<file path="src/shared/hsh_params.svh">
`ifndef HSH_PARAMS_SVH
`define HSH_PARAMS_SVH

// Homing method codes
`define HSH_METHOD_LEFT_FALL  4'h9
`define HSH_METHOD_RIGHT_FALL 4'hA

// Velocity word width
`define HSH_VEL_W 16

// Direction encoding
`define HSH_DIR_POS 1'b1
`define HSH_DIR_NEG 1'b0

// Search log depth and index width
`define HSH_LOG_DEPTH 8
`define HSH_LOG_AW    3

`endif

</file>
<file path="src/shared/hsh_pkg.sv">
`default_nettype none
package hsh_pkg;
  // Gray codes along the usual path
  typedef enum logic [2:0] {
    HSH_IDLE     = 3'h0,
    HSH_SW_SRCH  = 3'h1,
    HSH_IDX_SRCH = 3'h3,
    HSH_DONE     = 3'h2,
    HSH_OT_SRCH  = 3'h6,
    HSH_REV_SRCH = 3'h7,
    HSH_FAULT    = 3'h5
  } hsh_state_t;
endpackage
`default_nettype wire

</file>
<file path="src/hw/hsh_phase_log.sv">
`timescale 1ns/10ps
`default_nettype none
`include "hsh_params.svh"
// Small memory recording the phase sequence of the last homing run
module hsh_phase_log
  import hsh_pkg::*;
(
  input  wire logic                      ref_clk_in,
  input  wire logic                      wr_en_in,
  input  wire logic [`HSH_LOG_AW-1:0]    wr_addr_in,
  input  wire logic [2:0]                wr_data_in,
  input  wire logic [`HSH_LOG_AW-1:0]    rd_addr_in,
  output logic      [2:0]                rd_data_out
);
  logic [2:0] mem [`HSH_LOG_DEPTH];

  // Write port
  always_ff @(posedge ref_clk_in) begin
    if (wr_en_in) begin
      mem[wr_addr_in] <= wr_data_in;
    end
  end

  // Registered read
  always_ff @(posedge ref_clk_in) begin
    rd_data_out <= mem[rd_addr_in];
  end
endmodule
`default_nettype wire

</file>
<file path="src/hw/hsh_homing.sv">
// Contract
// Method 10 homes on the index pulse right of the home switch falling edge, moving positive.
// Method 10 starting outside the switch moves positive at near-home speed to the switch falling edge.
// Method 10 after that edge moves positive at home-position speed to the next index and latches home.
// Method 10 starting inside the switch also searches positive at near-home speed for the falling edge.
// In the third start case of methods 9 and 10 the axis runs positive to overtravel, then negative for the switch rising edge.
// Method 9 after the switch edge searches negative at home-position speed for the index left of it.
// Method 9 overtravel case after the rising edge searches negative at home-position speed for the index.
// Near-home speed serves all switch and limit phases, home-position speed only the index phase.
// The first qualifying index of the final phase stops motion and signals homing complete.
`timescale 1ns/10ps
`default_nettype none
`include "hsh_params.svh"
module hsh_homing
  import hsh_pkg::*;
(
  input  wire logic                      ref_clk_in,
  input  wire logic                      rst_in,
  input  wire logic                      start_in,
  input  wire logic [3:0]                homing_method_select_in,
  input  wire logic                      third_case_in,
  input  wire logic [`HSH_VEL_W-1:0]     near_home_search_velocity_in,
  input  wire logic [`HSH_VEL_W-1:0]     home_position_search_velocity_in,
  input  wire logic                      home_switch_input_in,
  input  wire logic                      positive_overtravel_input_in,
  input  wire logic                      index_pulse_in,
  input  wire logic                      abort_in,
  input  wire logic [`HSH_LOG_AW-1:0]    log_addr_in,
  output logic                           move_en_out,
  output logic                           move_dir_out,
  output logic      [`HSH_VEL_W-1:0]     velocity_out,
  output logic                           busy_out,
  output logic                           home_done_out,
  output logic                           home_latch_out,
  output logic                           fault_out,
  output logic      [2:0]                log_data_out
);
  // Pin synchronisers, two stages each
  logic [2:0] sync1;
  logic [2:0] sync2;
  logic [2:0] sync3;
  logic       sw;
  logic       ot;
  logic       idx;
  logic       sw_d;
  logic       idx_d;
  logic       sw_fall;
  logic       sw_rise;
  logic       idx_rise;

  always_ff @(posedge ref_clk_in) begin
    if (rst_in) begin
      sync1 <= 3'h0;
      sync2 <= 3'h0;
      sync3 <= 3'h0;
    end else begin
      sync1 <= {index_pulse_in, positive_overtravel_input_in, home_switch_input_in};
      sync2 <= sync1;
      sync3 <= sync2;
    end
  end

  // Edge detection on the synchronised levels
  always_comb begin
    sw       = sync2[0];
    ot       = sync2[1];
    idx      = sync2[2];
    sw_d     = sync3[0];
    idx_d    = sync3[2];
    sw_fall  = sw_d & ~sw;
    sw_rise  = ~sw_d & sw;
    idx_rise = ~idx_d & idx;
  end

  // Sequencer state
  hsh_state_t                state;
  hsh_state_t                next_state;
  logic [3:0]                method;
  logic [3:0]                next_method;
  logic                      next_move_en;
  logic                      next_move_dir;
  logic [`HSH_VEL_W-1:0]     next_velocity;
  logic                      next_busy;
  logic                      next_home_done;
  logic                      next_home_latch;
  logic                      next_fault;
  logic [`HSH_LOG_AW-1:0]    log_ptr;
  logic [`HSH_LOG_AW-1:0]    next_log_ptr;
  logic                      log_wr;

  // Only methods 9 and 10 are handled here
  function automatic logic method_ok(input logic [3:0] m);
    method_ok = (m == `HSH_METHOD_LEFT_FALL) || (m == `HSH_METHOD_RIGHT_FALL);
  endfunction

  // Index phase direction: right of switch is positive, left is negative
  function automatic logic index_dir(input logic [3:0] m);
    index_dir = (m == `HSH_METHOD_RIGHT_FALL) ? `HSH_DIR_POS : `HSH_DIR_NEG;
  endfunction

  always_comb begin
    next_state      = state;
    next_method     = method;
    next_move_en    = move_en_out;
    next_move_dir   = move_dir_out;
    next_velocity   = velocity_out;
    next_busy       = busy_out;
    next_home_done  = home_done_out;
    next_home_latch = 1'b0;
    next_fault      = fault_out;
    next_log_ptr    = log_ptr;
    log_wr          = 1'b0;
    if (abort_in && state != HSH_IDLE) begin
      next_state   = HSH_IDLE;
      next_move_en = 1'b0;
      next_busy    = 1'b0;
    end else begin
      case (state)
        HSH_IDLE: begin
          if (start_in) begin
            next_method    = homing_method_select_in;
            next_home_done = 1'b0;
            next_fault     = 1'b0;
            next_log_ptr   = '0;
            if (!method_ok(homing_method_select_in)) begin
              next_state = HSH_FAULT;
              next_fault = 1'b1;
            end else begin
              next_busy     = 1'b1;
              next_move_en  = 1'b1;
              next_move_dir = `HSH_DIR_POS;
              next_velocity = near_home_search_velocity_in;
              if (third_case_in && !sw) begin
                next_state = HSH_OT_SRCH;
              end else begin
                next_state = HSH_SW_SRCH;
              end
            end
          end
        end
        HSH_SW_SRCH: begin
          // Positive search for the switch falling edge
          if (sw_fall) begin
            next_state    = HSH_IDX_SRCH;
            next_move_dir = index_dir(method);
            next_velocity = home_position_search_velocity_in;
            log_wr        = 1'b1;
          end
        end
        HSH_OT_SRCH: begin
          if (ot) begin
            next_state    = HSH_REV_SRCH;
            next_move_dir = `HSH_DIR_NEG;
            log_wr        = 1'b1;
          end
        end
        HSH_REV_SRCH: begin
          // Negative search for the switch rising edge
          if (sw_rise) begin
            next_state    = HSH_IDX_SRCH;
            next_move_dir = index_dir(method);
            next_velocity = home_position_search_velocity_in;
            log_wr        = 1'b1;
          end
        end
        HSH_IDX_SRCH: begin
          if (idx_rise) begin
            next_state      = HSH_DONE;
            next_move_en    = 1'b0;
            next_home_latch = 1'b1;
            next_home_done  = 1'b1;
            next_busy       = 1'b0;
            log_wr          = 1'b1;
          end
        end
        HSH_DONE: begin
          next_state = HSH_IDLE;
        end
        HSH_FAULT: begin
          next_state = HSH_IDLE;
        end
        default: begin
          next_state   = HSH_IDLE;
          next_move_en = 1'b0;
          next_busy    = 1'b0;
        end
      endcase
    end
    if (log_wr) begin
      next_log_ptr = log_ptr + 1'b1;
    end
  end

  // Register the sequencer
  always_ff @(posedge ref_clk_in) begin
    if (rst_in) begin
      state          <= HSH_IDLE;
      method         <= 4'h0;
      move_en_out    <= 1'b0;
      move_dir_out   <= `HSH_DIR_POS;
      velocity_out   <= '0;
      busy_out       <= 1'b0;
      home_done_out  <= 1'b0;
      home_latch_out <= 1'b0;
      fault_out      <= 1'b0;
      log_ptr        <= '0;
    end else begin
      state          <= next_state;
      method         <= next_method;
      move_en_out    <= next_move_en;
      move_dir_out   <= next_move_dir;
      velocity_out   <= next_velocity;
      busy_out       <= next_busy;
      home_done_out  <= next_home_done;
      home_latch_out <= next_home_latch;
      fault_out      <= next_fault;
      log_ptr        <= next_log_ptr;
    end
  end

  // Phase log records each search state as it is left on its exit event; start and abort write nothing
  hsh_phase_log u_log (
    .ref_clk_in  (ref_clk_in),
    .wr_en_in    (log_wr),
    .wr_addr_in  (log_ptr),
    .wr_data_in  (state),
    .rd_addr_in  (log_addr_in),
    .rd_data_out (log_data_out)
  );
endmodule
`default_nettype wire

</file>
<file path="config.mk">
export PLATFORM = sky130hd
export DESIGN_NAME = hsh_homing
export DESIGN_NICKNAME = d
export VERILOG_FILES = /design/src/shared/hsh_pkg.sv /design/src/hw/hsh_phase_log.sv /design/src/hw/hsh_homing.sv
export VERILOG_INCLUDE_DIRS = /design/src /design/src/shared
export SDC_FILE = /design/constraint.sdc
export NUM_CORES = 1
export LEC_CHECK = 0
export ABC_AREA = 1
export BUFFER_PORTS_ARGS = -buffer_cell sky130_fd_sc_hd__buf_2
export CAP_MARGIN = 20
export CORE_ASPECT_RATIO = 0.7
export CORE_UTILIZATION = 42
export DETAILED_ROUTE_END_ITERATION = 12
export PLACE_DENSITY = 0.68
export RECOVER_POWER = 50
export SYNTH_ARGS = -nofsm -noshare
export SYNTH_HDL_FRONTEND = slang
export SYNTH_SLANG_ARGS = --single-unit
</file>
<file path="constraint.sdc">
create_clock -name ref_clk_in -period 1.9 [get_ports ref_clk_in]
set_clock_uncertainty 0.2 [all_clocks]
set_input_delay 0.19 -clock ref_clk_in [delete_from_list [all_inputs] [get_ports ref_clk_in]]
set_output_delay 0.19 -clock ref_clk_in [all_outputs]
set_load 0.005 [all_outputs]
</file>
==> flow_summary_export.csv, run 1 <==
group,metric,value,unit
cts,clk_latency,330,ps
synthesis,yosysMostFrequentCell,"nand2_1",
place,postPlaceCellArea,0.00355,sq mm
die,initial_core_util,43.6,%
route,violation_count_after_the_first_detailed_route_iteration,98,
die,std_cell_rows,25,
finish,layout.core_utilization,62.9,%
synthesis,share_of_synthesized_area_occupied_by_flip_flops_and_latches,52.7,%
die,ios,72,
job,drv.max_cap_violation_count,0,
finish,num-fill-cells,583,
synthesis,number_of_flops_mapped_to_enable_cells_by_yosys,24,
critical_path,crit_required,1770,ps
finish,seqCellArea,0.00157,sq mm
critical_path,setup_crit_end_kind,"flop",
run_status,status,"completed",
synthesis,asyncSetResetFlopFracSynth,0,%
finish,area_growth_syn_to_layout,44.1,%
finish,drive_gt1_share,21.7,%
synthesis,yosys-top-cells-area,"dfxtp_1 (28%), edfxtp_1 (24%), nand2_1 (15%)",
power_and_ir_drop,pwr_density_cell,1220,mW/mm^2
place,place_congestion,0.849,
hold_path,hold_path_startpoint,"home_position_search_velocity_in[7]",
route,route.detailed.wl_per_inst,11.9,um
synthesis,postSynthNetCount,443,
global_route,global_route_wire_length_before_repair,11700,um
route,drc,0,
cts,tritoncts_clock_tree,"yes",
route,drt-pass1-iter-count,4,
synthesis,synth.top_cells.by_count,"nand2_1 (119), nor2_1 (74), inv_1 (50), dfxtp_1 (42), edfxtp_1 (24)",
cts,clk_pin_slew,80,ps
finish,multi_input_area,0.00122,sq mm
critical_path,r2r_cells,7,
die,die_h,72.3,um
sta,fin_worst_hold_slack,21.0,ps
synthesis,synth_area_leader_cell,"dfxtp_1",
cts,cts_max_level,3,
critical_path,timing.critical_path.slowest_stage_cell,"dfxtp_2",
synthesis,synth.cell_area,0.00296,sq mm
cts,clock_tree.root_cell,"clkbuf_8",
place,placement.io_buffers,71,
cts,cts.sinks,66,
critical_path,crit_chain,"buf_4 -> nor2_2 -> nand2_2 -> nand2_1 -> nand2_2 -> nor3_2 -> buf_4",
sta,finalHoldViolations,0,
cts,cts_max_path_buffers,2,
route,drt-total-wl,7470,um
hold_path,hold_path_class,"input port to flop",
power_and_ir_drop,vdd_drop_max,0.631,mV
synthesis,synth_cell_type_count,26,
critical_path,worst_setup_path_start_kind,"flop",
sta,worst_pin_slew,504,ps
cts,cts_buffers,9,
synthesis,syn-instance-count,395,
hold_path,hold_path_end,"velocity_out[7]$_SDFFE_PP0P_",
global_route,global_route.overflow_total,0,
route,post_route_antenna_net_violation_count,0,
place,place_worst_setup_slack,-128,ps
critical_path,timing_worst_setup_path_type,"flop to flop",
synthesis,ys_seq_elements,66,
sta,slew-limit-headroom,66.4,%
route,routed_via_density,4.69,
global_route,via_count_of_the_first_global_routing_pass,2712,
die,core-area,0.00679,sq mm
finish,nNetsFinal,577,
synthesis,synthesis.yosys.warnings,0,
die,fp.dieW,102,um
route,dr_total_vias,2947,
sta,postLayoutSetupSlackWorst,70.7,ps
sta,post_route_minimum_period,1830,ps
sta,final-setup-viol-count,0,
critical_path,r2r_end,"u_log.mem[5][0]$_DFFE_PP_",
place,hpwl_detailed,4900,um
power_and_ir_drop,post-layout-total-power,5.19,mW
sta,slew_viol_final,0,
global_route,grt_antenna_before_repair,0,
global_route,global_route.usage.total,20.9,%
sta,max_freq,547,MHz
critical_path,crit_path_max_incr_delay,350,ps
synthesis,syn_area_per_cell,7.50,sq um
synthesis,yosysTopAreaCellShare,28.4,%
critical_path,critical_path_arrival,1700,ps
power_and_ir_drop,static-leakage-power,2.01,nW
critical_path,worstPathMaxFanout,6,
synthesis,synthFlopType,"dfxtp_1",
finish,post-route-cell-area,0.00427,sq mm
finish,antenna_cells_inserted,0,
global_route,grt_start_max_net_pins,33,
critical_path,regToRegSetupSlack,70,ps
die,die_area,0.00740,sq mm
sta,min_period_over_period,96.3,%
hold_path,holdPathStages,5,
critical_path,timing.rr.start,"state[1]$_SDFFE_PP0P_",
[area by class of cell]
class                           instances  share of cell area (%)
Clock buffer                            9                    2.90
Multi-Input combinational cell        265                    28.7
Clock inverter                          7                    2.73
Timing Repair Buffer                  135                    21.7
Tap cell                               94                    2.75
Sequential cell                        66                    36.7
Inverter                               52                    4.57
[state kept, by name, indices dropped and copies added, names as in the netlist]
signal,count
busy_out,1
home_done_out,1
sync3,2
sync1,3
fault_out,1
method,4
home_latch_out,1
log_ptr,3
velocity_out,16
u_log.rd_data_out,3
move_dir_out,1
u_log.mem,24
sync2,3
state,3
[stage by stage]
step | cells | TNS (ps)
floorplan | 395 | -313
global placement | 569 | -30.2
detailed placement | 569 | -1910
CTS | 628 | 0
global route | 628 | -203
finish | 628 | 0
[power breakdown]
group          internal [mW]  total, mW  switching, mW
logic                  0.743       1.92           1.18
clock network          0.871       1.41          0.535
registers               1.74       1.86          0.125
[worst max path at each step]
stage | depth (start not counted) | slack, ps | start | end
finish | 7 | 70 | state[1]$_SDFFE_PP0P_ | u_log.mem[5][0]$_DFFE_PP_
global placement | 7 | -10 | state[0]$_SDFFE_PP0P_ | u_log.mem[5][2]$_DFFE_PP_
global route | 8 | -30 | state[2]$_SDFFE_PP0P_ | u_log.mem[5][0]$_DFFE_PP_
detailed placement | 6 | -130 | state[0]$_SDFFE_PP0P_ | u_log.mem[3][0]$_DFFE_PP_
floorplan | 6 | -30 | state[0]$_SDFFE_PP0P_ | u_log.mem[5][0]$_DFFE_PP_
CTS | 7 | 2 | state[2]$_SDFFE_PP0P_ | u_log.mem[1][1]$_DFFE_PP_
[worst max-delay path, delay by kind of cell, from the launching register on]
kind / cells / cell delay, ps
buf+inv: 2 / 300
simple gates: 5 / 720
flops: 1 / 350
[what timing repair did]
action,4_1_cts,5_1_grt
hold buffers,43,0
pin swaps,0,1
setup endpoints to repair,24,42
endpoints found under the hold margin,35,0
setup buffers,0,0
resized for setup,7,15
[kinds of logic (layout without fill, tap and decap cells)]
| group | after synthesis | after routing | synth area share, % |
|---|---|---|---|
| and+or+nand+nor | 225 | 225 | 30.2 |
| DFF | 66 | 66 | 52.7 |
| buffers and inverters | 64 | 203 | 8.91 |
| AOI/OAI and AO/OA | 38 | 38 | 7.52 |
| adders and majority gates | 1 | 1 | 0.422 |
| xor gates and xnor gates | 1 | 1 | 0.296 |
[layer usage]
layer	vias up	part of all wire (%)	global-route usage [%]
li1	1506	-	-
met5	-	0	0
met2	81	48	33.4
met1	1332	44	25.4
met3	28	4.9	7.03
met4	0	3.2	10.5
[cells in the final DEF (no fill, tap or decap), drive strengths merged]
cell type,count
o32ai,6
dlygate4sd3,43
a21oi,14
nand3,20
edfxtp,24
or2,1
clkinv,3
nor3,5
inv,53
o211ai,1
ha,1
xor2,1
nand4,1
nand2,122
nor2,75
buf,73
o21ai,16
bufinv,3
a31o,1
dfxtp,42
clkbuf,28
nor4,1
Note: power is estimated with default switching activity, not from simulation.
==> run 2: changes to the inputs <==
--- a/config.mk
+++ b/config.mk
@@ -10,10 +10,11 @@
 export BUFFER_PORTS_ARGS = -buffer_cell sky130_fd_sc_hd__buf_2
 export CAP_MARGIN = 20
 export CORE_ASPECT_RATIO = 0.7
-export CORE_UTILIZATION = 42
+export CORE_UTILIZATION = 48
 export DETAILED_ROUTE_END_ITERATION = 12
-export PLACE_DENSITY = 0.68
+export PLACE_DENSITY = 0.76
 export RECOVER_POWER = 50
+export SETUP_SLACK_MARGIN = 0.2
 export SYNTH_ARGS = -nofsm -noshare
 export SYNTH_HDL_FRONTEND = slang
 export SYNTH_SLANG_ARGS = --single-unit
==> run 2 against run 1 <==
  * Final area grew 3.2%
  * Hold slack better by 23 ps
  * Register-to-register slack about the same
  * Critical path depth grew 3
  * Routed wire length increased by 16%
  * Largest power group unchanged
==> flow_summary_export.csv, run 2 (synthesized netlist as in run 1, its figures left out) <==
group,metric,value,unit
sta,slew_viol_final,0,
finish,largest_reg_flops,24,
sta,finalHoldViolations,0,
cts,clock_tree.root_cell,"clkbuf_8",
critical_path,setup_crit_end_kind,"flop",
critical_path,worst_setup_path_start_kind,"flop",
cts,cts_max_level,3,
finish,area_growth_syn_to_layout,48.7,%
die,std_cell_rows,23,
finish,drive_gt1_share,24.6,%
job,drv.max_cap_violation_count,0,
die,core-area,0.00584,sq mm
critical_path,crit_required,1950,ps
global_route,global_route_wire_length_before_repair,12400,um
die,die_h,67.7,um
global_route,global_route.usage.total,25.8,%
sta,max_freq,545,MHz
critical_path,crit_chain,"nand3_2 -> buf_6 -> nand2_4 -> inv_2 -> o21ai_2 -> nand2_4 -> buf_12 -> nand2_1 -> nand2_1 -> nor2_1",
cts,tritoncts_clock_tree,"yes",
global_route,via_count_of_the_first_global_routing_pass,2845,
sta,final-setup-viol-count,0,
global_route,global_route.overflow_total,0,
die,die_area,0.00650,sq mm
finish,num-fill-cells,402,
cts,cts.sinks,66,
place,place_inst,539,
finish,antenna_cells_inserted,0,
finish,seqCellArea,0.00157,sq mm
critical_path,critical_path_arrival,1890,ps
sta,slew-limit-headroom,68.9,%
finish,reg.largest.list,"u_log.mem (24), velocity_out (16), method (4)",
finish,largest_register,"u_log.mem",
hold_path,hold_path_class,"input port to flop",
power_and_ir_drop,static-leakage-power,2.09,nW
power_and_ir_drop,vdd_drop_max,0.691,mV
critical_path,timing_worst_setup_path_type,"flop to flop",
route,post_route_antenna_net_violation_count,0,
critical_path,crit_path_max_incr_delay,430,ps
route,routed_via_density,5.12,
route,drt-total-wl,8650,um
place,hpwl_detailed,4560,um
sta,worst_pin_slew,466,ps
cts,clk_pin_slew,70,ps
place,placement.io_buffers,71,
global_route,grt_start_max_net_pins,33,
route,route.detailed.wl_per_inst,14.2,um
finish,post-route-cell-area,0.00441,sq mm
power_and_ir_drop,pwr_density_cell,1280,mW/mm^2
die,ios,72,
finish,layout.cells.most_common,"nand2_1",
finish,final_cells,611,
finish,layout.cells.most_common_list,"nand2_1 (111), nor2_1 (65), buf_2 (53)",
die,fp.dieW,95.9,um
route,dr_total_vias,3130,
finish,multi_input_area,0.00133,sq mm
run_status,status,"completed",
critical_path,timing.critical_path.slowest_stage_cell,"dfxtp_4",
route,violation_count_after_the_first_detailed_route_iteration,220,
global_route,grt_antenna_before_repair,0,
route,drt-pass1-iter-count,5,
sta,setup_repair_after_global_routing_missed_its_margin,"yes",
cts,cts_buffers,9,
finish,nNetsFinal,579,
sta,post_route_minimum_period,1830,ps
cts,clk_latency,340,ps
sta,min_period_over_period,96.5,%
cts,cts_max_path_buffers,2,
route,drc,0,
place,postPlaceCellArea,0.00350,sq mm
critical_path,worstPathMaxFanout,8,
place,place_congestion,0.890,
sta,setup_total_negative_slack,0,ps
die,initial_core_util,50.7,%
[run 2: cell types whose count changed in the layout (fill, tap and decap cells not counted), moves of 3 or more]
cell / previous run / this run
nand2_4: 0 / 4
inv_1: 50 / 45
nand2_1: 117 / 111
nand3_1: 19 / 14
nor3_2: 4 / 1
buf_4: 17 / 14
nand3_4: 1 / 4
clkbuf_1: 19 / 22
inv_2: 2 / 5
[run 2: where the power goes]
group / switching [mW] / internal [mW]
Combinational: 1.45 / 0.952
Clock: 0.530 / 0.771
Sequential: 0.176 / 1.74
Total: 2.15 / 3.47
[run 2: path summary, 6_finish.rpt]
check / from / to / slack [ps] / cells after the start
min reg2reg: sync1[1]$_SDFF_PP0_ / sync2[1]$_SDFF_PP0_ / 200 / 2
max: state[0]$_SDFFE_PP0P_ / velocity_out[12]$_SDFFE_PP0P_ / 70 / 10
max reg2reg: state[0]$_SDFFE_PP0P_ / velocity_out[12]$_SDFFE_PP0P_ / 70 / 10
min: home_position_search_velocity_in[3] / velocity_out[3]$_SDFFE_PP0P_ / 40 / 5
[run 2: what timing repair did]
item / CTS / global route
resized for setup: 22 / 20
buffers inserted: 6 / 3
hold buffers: 44 / 0
endpoints found under the setup margin: 27 / 45
cloned: 0 / 3
hold endpoints to repair: 35 / 0
pin swaps: 7 / 10
[run 2: critical path: cells and delay by family, from the launching register on]
kind	cells	cell delay, ps
buffers and inverters	3	360
AO/OA/AOI/OAI	1	180
AND/OR/NAND/NOR	6	570
flip-flops	1	430
[run 2: cell type report]
type                       count  area share (%)
tap                           75            2.13
timing repair buffer         137            22.4
clock buffer                  11            3.21
inverter                      52            4.60
clock inverter                 5            1.76
multi-input combinational    265            30.2
sequential                    66            35.7
[run 2: routing by layer]
layer	global-route usage (%)	part of all wire (%)	wire, um	up-vias
li1	-	-	-	1515
met1	30.1	41	3580	1405
met2	42.6	48	4140	172
met3	8.22	7.5	652	38
met4	14.4	3.3	286	0
met5	0	0	0	-
[run 2: metrics by stage]
stage	total power [mW]	hold WS [ps]	util [%]	setup WS (ps)
5_1_grt	5.97	32.1	75.4	6.19
2_1_floorplan	3.10	59.1	-	214
4_1_cts	5.16	4.69	73.6	172
3_5_place_dp	3.63	197	59.9	25.2
3_3_place_gp	3.59	189	59.9	111
6_report	5.62	44.1	75.4	65.6
